### config.mk
export PLATFORM = sky130hd
export DESIGN_NAME = dac_port_host
export DESIGN_NICKNAME = d
export VERILOG_FILES = /design/src/dac_host_pkg.sv /design/src/dac_port_host.sv /design/src/strobe_timer.sv
export SDC_FILE = /design/constraint.sdc
export NUM_CORES = 1
export LEC_CHECK = 0
export CAP_MARGIN = 20
export CORE_ASPECT_RATIO = 1.25
export CORE_MARGIN = 10
export CORE_UTILIZATION = 55
export DETAILED_ROUTE_END_ITERATION = 6
export DONT_BUFFER_PORTS = 1
export GPL_ROUTABILITY_DRIVEN = 0
export HOLD_SLACK_MARGIN = 0.1
export PLACE_DENSITY_LB_ADDON = 0.08
export SLEW_MARGIN = 10
export SYNTH_ARGS = -nofsm -noshare
export SYNTH_HDL_FRONTEND = slang
export SYNTH_SLANG_ARGS = --single-unit
### constraint.sdc
create_clock -name ref_clk -period 1.7 [get_ports ref_clk]
set_input_delay 0.255 -clock ref_clk [delete_from_list [all_inputs] [get_ports ref_clk]]
set_output_delay 0.255 -clock ref_clk [all_outputs]
set_load 0.1 [all_outputs]
### src/dac_host_pkg.sv
package dac_host_pkg;

  localparam int code_width = 12;
  localparam int byte_width = 8;
  localparam int nibble_width = 4;
  localparam int nibble_lsb = 8;
  localparam logic [11:0] code_zero = 12'h000;
  localparam logic [7:0] byte_zero = 8'h00;

  // Strobe timing, in nanoseconds, at the 40 MHz reference clock.
  localparam int clk_period_ns = 25;
  localparam int setup_ns = 50;
  localparam int strobe_ns = 50;
  localparam int hold_ns = 25;
  localparam int setup_cycles = (setup_ns + clk_period_ns - 1) / clk_period_ns;
  localparam int strobe_cycles = (strobe_ns + clk_period_ns - 1) / clk_period_ns;
  localparam int hold_cycles = (hold_ns + clk_period_ns - 1) / clk_period_ns;
  localparam int cnt_width = 4;
  localparam logic [3:0] setup_cnt = 4'(setup_cycles);
  localparam logic [3:0] strobe_cnt = 4'(strobe_cycles);
  localparam logic [3:0] hold_cnt = 4'(hold_cycles);
  localparam logic [3:0] cnt_zero = 4'h0;

  typedef enum logic [3:0] {
    st_idle = 4'b0000,
    st_setup = 4'b0001,
    st_write = 4'b0010,
    st_hold = 4'b0011,
    st_load = 4'b0100,
    st_load_hold = 4'b0101,
    st_clear = 4'b0110,
    st_clear_hold = 4'b0111
  } host_state_e;

  // Which portion a write cycle carries.
  typedef enum logic [1:0] {
    part_full = 2'b00,
    part_low = 2'b01,
    part_high = 2'b10
  } part_e;

  typedef struct packed {
    logic chip_select_n;
    logic write_n;
    logic upper_nibble_select_n;
    logic lower_byte_select_n;
    logic load_converter_n;
    logic zero_force_n;
  } strobes_s;

  localparam strobes_s strobes_idle = '{1'b1, 1'b1, 1'b1, 1'b1, 1'b1, 1'b1};

endpackage

### src/dac_port_host.sv
`timescale 1ns/1ps
module dac_port_host
  import dac_host_pkg::*;
(
  // Clock and reset.
  input wire logic ref_clk,
  input wire logic rst,
  // Command port.
  input wire logic cmd_valid,
  input wire logic [11:0] cmd_code,
  input wire logic cmd_byte_mode,
  input wire logic cmd_load,
  input wire logic cmd_clear,
  output logic cmd_ready,
  output logic cmd_done,
  // Device pins.
  output logic [11:0] data_out,
  output logic chip_select_n,
  output logic write_n,
  output logic upper_nibble_select_n,
  output logic lower_byte_select_n,
  output logic load_converter_n,
  output logic zero_force_n
);

  host_state_e state_r, state_nxt;
  part_e part_r, part_nxt;
  strobes_s pins_r, pins_nxt;
  logic [11:0] data_r, data_nxt;
  logic [11:0] code_r, code_nxt;
  logic byte_r, byte_nxt;
  logic load_r, load_nxt;
  logic ready_r, ready_nxt;
  logic done_r, done_nxt;
  logic tmr_load;
  logic [3:0] tmr_count;
  logic tmr_done;

  strobe_timer strobe_timer_inst (
    .ref_clk(ref_clk),
    .rst(rst),
    .load(tmr_load),
    .count(tmr_count),
    .done(tmr_done)
  );

  function automatic logic [11:0] bus_word(input part_e p, input logic [11:0] c);
    logic [11:0] w;
    w = code_zero;
    case (p)
      part_full: w = c;
      part_low: w = {4'h0, c[byte_width-1:0]};
      default: w = {8'h00, c[code_width-1:nibble_lsb]};
    endcase
    return w;
  endfunction

  always_comb begin
    state_nxt = state_r;
    part_nxt = part_r;
    pins_nxt = pins_r;
    data_nxt = data_r;
    code_nxt = code_r;
    byte_nxt = byte_r;
    load_nxt = load_r;
    ready_nxt = 1'b0;
    done_nxt = 1'b0;
    tmr_load = 1'b0;
    tmr_count = setup_cnt;
    case (state_r)
      st_idle: begin
        ready_nxt = 1'b1;
        if (cmd_valid && ready_r) begin
          ready_nxt = 1'b0;
          code_nxt = cmd_code;
          byte_nxt = cmd_byte_mode;
          load_nxt = cmd_load;
          tmr_load = 1'b1;
          if (cmd_clear) begin
            pins_nxt.zero_force_n = 1'b0;
            tmr_count = strobe_cnt;
            state_nxt = st_clear;
          end else begin
            part_nxt = cmd_byte_mode ? part_low : part_full;
            data_nxt = bus_word(cmd_byte_mode ? part_low : part_full, cmd_code);
            pins_nxt.chip_select_n = 1'b0;
            // Byte select leads the write strobe, so the two never switch on one edge.
            pins_nxt.lower_byte_select_n = !cmd_byte_mode;
            state_nxt = st_setup;
          end
        end
      end
      st_setup: begin
        if (tmr_done) begin
          pins_nxt.write_n = 1'b0;
          tmr_load = 1'b1;
          tmr_count = strobe_cnt;
          state_nxt = st_write;
        end
      end
      st_write: begin
        if (tmr_done) begin
          pins_nxt.write_n = 1'b1;
          tmr_load = 1'b1;
          tmr_count = hold_cnt;
          state_nxt = st_hold;
        end
      end
      st_hold: begin
        if (tmr_done) begin
          pins_nxt = strobes_idle;
          tmr_load = 1'b1;
          if (byte_r && part_r == part_low) begin
            part_nxt = part_high;
            data_nxt = bus_word(part_high, code_r);
            pins_nxt.upper_nibble_select_n = 1'b0;
            pins_nxt.chip_select_n = 1'b0;
            tmr_count = setup_cnt;
            state_nxt = st_setup;
          end else if (load_r) begin
            pins_nxt.load_converter_n = 1'b0;
            tmr_count = strobe_cnt;
            state_nxt = st_load;
          end else begin
            done_nxt = 1'b1;
            state_nxt = st_idle;
          end
        end
      end
      st_load: begin
        if (tmr_done) begin
          pins_nxt.load_converter_n = 1'b1;
          tmr_load = 1'b1;
          tmr_count = hold_cnt;
          state_nxt = st_load_hold;
        end
      end
      st_clear: begin
        if (tmr_done) begin
          pins_nxt.zero_force_n = 1'b1;
          tmr_load = 1'b1;
          tmr_count = hold_cnt;
          state_nxt = st_clear_hold;
        end
      end
      default: begin
        if (tmr_done) begin
          done_nxt = 1'b1;
          state_nxt = st_idle;
        end
      end
    endcase
  end

  always_ff @(posedge ref_clk) begin
    if (rst) begin
      state_r <= st_idle;
      part_r <= part_full;
      pins_r <= strobes_idle;
      data_r <= code_zero;
      code_r <= code_zero;
      byte_r <= 1'b0;
      load_r <= 1'b0;
      ready_r <= 1'b0;
      done_r <= 1'b0;
    end else begin
      state_r <= state_nxt;
      part_r <= part_nxt;
      pins_r <= pins_nxt;
      data_r <= data_nxt;
      code_r <= code_nxt;
      byte_r <= byte_nxt;
      load_r <= load_nxt;
      ready_r <= ready_nxt;
      done_r <= done_nxt;
    end
  end

  assign data_out = data_r;
  assign chip_select_n = pins_r.chip_select_n;
  assign write_n = pins_r.write_n;
  assign upper_nibble_select_n = pins_r.upper_nibble_select_n;
  assign lower_byte_select_n = pins_r.lower_byte_select_n;
  assign load_converter_n = pins_r.load_converter_n;
  assign zero_force_n = pins_r.zero_force_n;
  assign cmd_ready = ready_r;
  assign cmd_done = done_r;

  write_needs_cs_a: assert property (@(posedge ref_clk) disable iff (rst)
    !write_n |-> !chip_select_n) else $error("write strobe without chip select");
  write_with_select_a: assert property (@(posedge ref_clk) disable iff (rst)
    $fell(write_n) |-> $past(!chip_select_n)) else $error("write before select setup");
  one_select_a: assert property (@(posedge ref_clk) disable iff (rst)
    !write_n |-> (upper_nibble_select_n || lower_byte_select_n))
    else $error("both byte selects low");
  data_stable_a: assert property (@(posedge ref_clk) disable iff (rst)
    $rose(write_n) |-> ($stable(data_out) && !chip_select_n))
    else $error("data moved at write edge");
  nibble_just_a: assert property (@(posedge ref_clk) disable iff (rst)
    !upper_nibble_select_n |-> data_out[11:4] == 8'h00)
    else $error("upper nibble not right justified");
  low_byte_a: assert property (@(posedge ref_clk) disable iff (rst)
    !lower_byte_select_n |-> data_out[7:0] == code_r[7:0]) else $error("low byte wrong");
  full_word_a: assert property (@(posedge ref_clk) disable iff (rst)
    (!write_n && lower_byte_select_n && upper_nibble_select_n) |-> data_out == code_r)
    else $error("parallel word wrong");
  load_alone_a: assert property (@(posedge ref_clk) disable iff (rst)
    !load_converter_n |-> (write_n && chip_select_n)) else $error("load during write");
  clear_pulse_a: assert property (@(posedge ref_clk) disable iff (rst)
    $fell(zero_force_n) |-> !zero_force_n [*2] ##1 zero_force_n)
    else $error("clear pulse length wrong");
  load_pulse_a: assert property (@(posedge ref_clk) disable iff (rst)
    $fell(load_converter_n) |-> !load_converter_n [*2] ##1 load_converter_n)
    else $error("load pulse length wrong");

endmodule

### src/strobe_timer.sv
`timescale 1ns/1ps
module strobe_timer
  import dac_host_pkg::*;
(
  // Clock and reset.
  input wire logic ref_clk,
  input wire logic rst,
  // Control.
  input wire logic load,
  input wire logic [3:0] count,
  output logic done
);

  logic [3:0] cnt_r;
  logic [3:0] cnt_nxt;

  always_comb begin
    cnt_nxt = cnt_r;
    if (load) begin
      cnt_nxt = count;
    end else if (cnt_r != cnt_zero) begin
      cnt_nxt = cnt_r - 4'h1;
    end
  end

  always_ff @(posedge ref_clk) begin
    if (rst) begin
      cnt_r <= cnt_zero;
    end else begin
      cnt_r <= cnt_nxt;
    end
  end

  // Done depends on the count alone, so the caller may reload on done without a loop.
  assign done = (cnt_r == 4'h1 || cnt_r == cnt_zero);

endmodule
Word-level counts from Yosys, hierarchy flattened
Cells that the tools add are included.

operators by class
  add/sub/neg operators = 1
  equality and inequality tests = 17
  mux-type cells = 51
  bitwise logic cells = 1
  reductions and logical operators = 26

operators with widths
  cell                                                   number
  2-to-1 mux 12 bit                                      4
  one-hot mux 12 bit (2 select lines)                    2
  2-to-1 mux 4 bit                                       10
  one-hot mux 4 bit (6 select lines)                     1
  2-to-1 mux 1 bit                                       17
  2-to-1 mux 2 bit                                       6
  inequality test 2 x 1 -> 1 bit, second input constant  5
  one-hot mux 1 bit (2 select lines)                     5
  AND reduction 5 bit                                    2
  OR reduction 5 bit                                     2
  == test 4 x 1 -> 1 bit, second input constant          2
  == test 4 x 2 -> 1 bit, second input constant          2
  == test 4 x 3 -> 1 bit, second input constant          2
  zero test 4 bit                                        2
  inequality test 2 bit, second input constant           4
  AND reduction 4 bit                                    2
  nonzero test 2 bit                                     4
  AND reduction 7 bit                                    1
  2-to-1 mux 3 bit                                       2
  2-to-1 mux 6 bit                                       1
  one-hot mux 1 bit (3 select lines)                     2
  nonzero test 3 bit                                     2
  one-hot mux 2 bit (2 select lines)                     1
  AND reduction 2 bit                                    2
  12 further kinds                                       13

word-level totals
  bits in registers = 44
  word-level logic and storage cells = 111

Depth between registers and ports, before layout
  word-level depth = 6
  mapped depth = 8
  depth with buffers taken out = 7

By module
A second synthesis with hierarchy kept.

unflattened totals
  cell total of the unflattened synthesis = 197
  area, all modules = 1747.9 µm²

modules (own cells, without submodules)
  module         times used  cells each  area each (µm²)  seq. area each (µm²)
  dac_port_host  1           170         1495.2           620.6
  strobe_timer   1           27          252.7            80.1

Least setup slack after synthesis
Ideal clock, no wire load.

  path kind = register -> register
  start point = reg ready_r (netlist: cmd_ready)
  end point = reg data_r[10] (netlist: data_out[10])
  setup time = 0.071 ns
  data arrival time = 1.880 ns
  setup slack = -0.250 ns
  stages on the path, launching flop included = 6
  path buffers = 1
  clock period less this slack = 1.950 ns
  cell sequence = dfxtp_1 nand3_4 o32ai_4 buf_8 nand4b_1 a21oi_1

on the way
  longest elaborated chain between the ends = 3

RTL lines
  item                             line                  text
  from (decl)                      dac_port_host.sv:33   logic ready_r, ready_nxt;
  from (signal assigned)           dac_port_host.sv:174  ready_r <= ready_nxt;
  logical AND 1 bit                dac_port_host.sv:73   if (cmd_valid && ready_r) begin
  inequality test 2 bit (no line)  n/a
  AND reduction 5 bit (no line)    n/a
  to (signal assigned)             dac_port_host.sv:160  data_r <= code_zero;
  to (signal assigned)             dac_port_host.sv:170  data_r <= data_nxt;
  to (decl)                        dac_port_host.sv:29   logic [11:0] data_r, data_nxt;

No other way between the ends.
A chain may end at the register's enable or synchronous reset.

Worst setup path after layout
  start point = reg strobe_timer_inst.cnt_r[0]
  end point = reg data_r[1] (netlist: data_out[1])

on the way
  longest elaborated chain between the ends = 4
  elaborated cells between the ends (all ways) = 5
  those cells by class = eq/ne (2); reduce/logical (3)

RTL lines
  item                                                       line                text
  from (decl)                                                strobe_timer.sv:14  logic [3:0] cnt_r;
  from (signal assigned)                                     strobe_timer.sv:28  cnt_r <= cnt_zero;
  from (signal assigned)                                     strobe_timer.sv:30  cnt_r <= cnt_nxt;
  == test 4 x 1 -> 1 bit or zero test 4 bit (tied branches)  strobe_timer.sv:35  assign done = (cnt_r == 4'h1 || cnt_r == cnt_zero);
  logical OR 1 bit *                                         strobe_timer.sv:35
  inequality test 2 x 1 -> 1 bit (no line) *                 n/a
  AND reduction 5 bit (no line) *                            n/a

Every way passes the cells marked *; elsewhere a longest branch is shown, timed or not.

==> results.txt <==
Tot Pwr -> 4.17 mW
Status -> complete, no violations
Worst hold path type -> in -> reg
DIE WIDTH -> 68.8 µm
Post-Syn Area per Cell -> 8.71 µm²
Internal -> 2.24 mW
Max_slew headroom -> 78.9%
Largest family of logic cells by synthesized area -> simple AND/OR/NAND/NOR gates
Nets -> 260
Final hold vios -> 0
Seq pwr share -> 28.5%
Worst endpoint required time -> 1.92 ns
Pwr per Cell Area -> 1870 mW/mm²
Synth Area in Compound Gates -> 21.9%
Main synth FF type -> dfxtp_1
Chip height -> 81.0 µm
NetSw -> 1.93 mW
Pre-CTS WS -> -0.0756 ns
Total Routing Usage GR -> 15.3%
Most common cell after layout, fill and taps aside -> buf_4
Routed Antenna Nets -> 0
Layout cells sized above 1 -> 32.4%
Max frequency -> 0.596 GHz
Gate power share -> 61.9%
Antenna diodes -> 0
Clock Power Share -> 9.6%
CTS tree -> built
Routed wire length -> 4.42 mm
Final worst slack -> 0.0214 ns
Buffers on Ports -> 0
Top cell type's share of synthesized area -> 42.8%
Max-Cap Viols -> 0
Sink Count -> 35
Most frequent cells in the layout -> buf_4, dfxtp_1, nand2_1
Crit Path Max Fanout -> 7
Area Growth Syn to Fin -> 36.5%
Largest net degree at the start of global routing -> 35
Post-Syn Instances -> 188
Max-slew violation count -> 0
First-pass GRT wire length -> 6.65 mm
Clock skew -> 0.0115 ns
Yosys reg bits -> 35
CP endpoint kind -> flip-flop
Die area -> 0.00557 mm²
Setup Viol. Count Final -> 0
Syn_nets -> 209
Peak supply drop -> 1180 µV
Ys async rst share -> 0%
Initial DRC count -> 105
CTS Buffer Depth -> 2
Total CTS buffers -> 5
Non-filler instance count after layout -> 274
Fin crit period -> 1.68 ns
Area leader, netlist -> dfxtp_1
DRC Markers -> 0
Pleak -> 0.879 nW
Remaining Overflow, GRT -> 0
Core Area -> 0.00289 mm²
DRT Pass-1 Iters -> 4
Worst slew pin tran -> 0.317 ns
Mapped Area -> 0.00164 mm²
Crit Path Class -> reg -> reg
Register area share after synthesis -> 42.8%
Number of global-route vias before repair -> 1,544
Placed Cells -> 242
Number of vias per cell -> 5.69
Clock root buffer -> clkbuf_4
# rows -> 22
Post-synthesis mux area share -> 2.44%
RSZ-0062 raised after global routing -> true
Fill count -> 216
WP data arrival -> 1.90 ns
Sw Ratio -> 46.2%
Synth area leaders -> dfxtp_1, a21oi_1, nand2_1
Synth Area in XOR/XNOR -> 1.07%
Warning count from the yosys run -> 0
Synth Area in Simple Gates -> 23.0%
Via count -> 1,560
H-tree Lvls -> 2
Post-synth EDFFs -> 0
FF-to-FF setup slack -> 0.02 ns
Yosys cell types -> 44
I/O Pins -> 38
Per-cell routed wire length -> 16.1 µm
Clock-pin transition on the worst setup and hold timing paths -> 0.10 ns
Initial core utilization -> 56.7%
Worst setup SP type -> flip-flop
Adder-cell area share of the yosys netlist -> 2.29%
Clk_lat worst skew -> 0.34 ns
Antenna violations before repair -> 0
Period utilization -> 98.7%
DP HPWL -> 2.97 mm
area by class of cell:
cell class / instances / area (µm²) / area share, %
Clock buffer: 6 / 41.3 / 1.85
Inverter: 5 / 23.8 / 1.06
Tap cell: 36 / 45.0 / 2.01
Multi-Input combinational cell: 134 / 907 / 40.6
Timing Repair Buffer: 58 / 509 / 22.8
Sequential cell: 35 / 709 / 31.7
metal layers:
layer  GRT usage [%]  up-vias  share of wire [%]
met5               0        -                  0
met4            6.52        0                2.1
met3            4.13        8                4.3
met2            30.0       29                 56
met1            13.7      757                 37
li1                -      766                  -
cell families after synthesis:
group / count (synthesis)
and+or+nand+nor: 73
AOI/OAI and AO/OA: 52
DFF: 35
buffers and inverters: 19
muxes: 4
adders and majority gates: 3
xor gates and xnor gates: 2
state kept, by name, summed over array words and instances (netlist names):
register	cells
byte_r	1
load_converter_n	1
part_r	2
cmd_ready	1
state_r	3
code_r	4
strobe_timer_inst.cnt_r	4
chip_select_n	1
write_n	1
load_r	1
zero_force_n	1
cmd_done	1
data_out	12
upper_nibble_select_n	1
lower_byte_select_n	1
Yosys cell counts, types with 2 or more instances:
library cell and n:
nand3_1 4, buf_2 4, ha_1 3, dfxtp_1 35, o32a_1 2, xnor2_1 2, or3_1 2, o21bai_1 2
nor3_1 6, inv_1 5, nand2b_1 3, o21ai_0 6, mux2i_1 4, clkbuf_1 5, a21oi_1 24, nand4b_1 4
buf_4 3, nor2_1 14, nand2_1 29, a31oi_1 3, a22oi_1 2, a211oi_1 4
critical path: stages (launching register included):
cell,delay (ns)
dfxtp_4,0.39
inv_4,0.08
ha_4,0.15
o21ai_2,0.06
buf_6,0.14
o32ai_4,0.36
clkbuf_16,0.22
buf_4,0.12
a211oi_2,0.05
final timing paths:
path                                            startpoint            to  cells after the start
worst min register to register                   code_r[9]     code_r[9]                      2
worst max-delay path            strobe_timer_inst.cnt_r[0]   data_out[1]                      8
worst max register to register  strobe_timer_inst.cnt_r[0]   data_out[1]                      8
worst min-delay path                          cmd_code[10]  data_out[10]                      2
power groups by stage:
stage	registers, mW	logic [mW]	clock network, mW
2_1_floorplan	1.63	1.14	0
3_3_place_gp	1.16	1.99	0
4_1_cts	1.15	2.09	0.412
3_5_place_dp	1.17	2.04	0
5_1_grt	1.21	2.78	0.442
6_report	1.19	2.58	0.399
per-stage QoR:
step,util (%),setup TNS (ns),hold slack [ns],cell area (µm²)
finish,77.4,0,0.0923,2240
CTS,66.1,-0.0129,-0.0288,1910
global placement,64.0,0,0.326,1850
floorplan,-,0,0.391,1640
detailed placement,64.0,-0.335,0.331,1850
global route,77.4,-0.445,0.104,2240
timing repair:
item / 4_1_cts / 5_1_grt
buffers inserted: 0 / 13
setup endpoints to repair: 18 / 19
endpoints found under the hold margin: 34 / 32
hold buffers: 1 / 11
gates resized for setup: 4 / 21
cloned: 0 / 1
pin swaps: 0 / 11
Note: power is estimated with default switching activity, not from simulation.
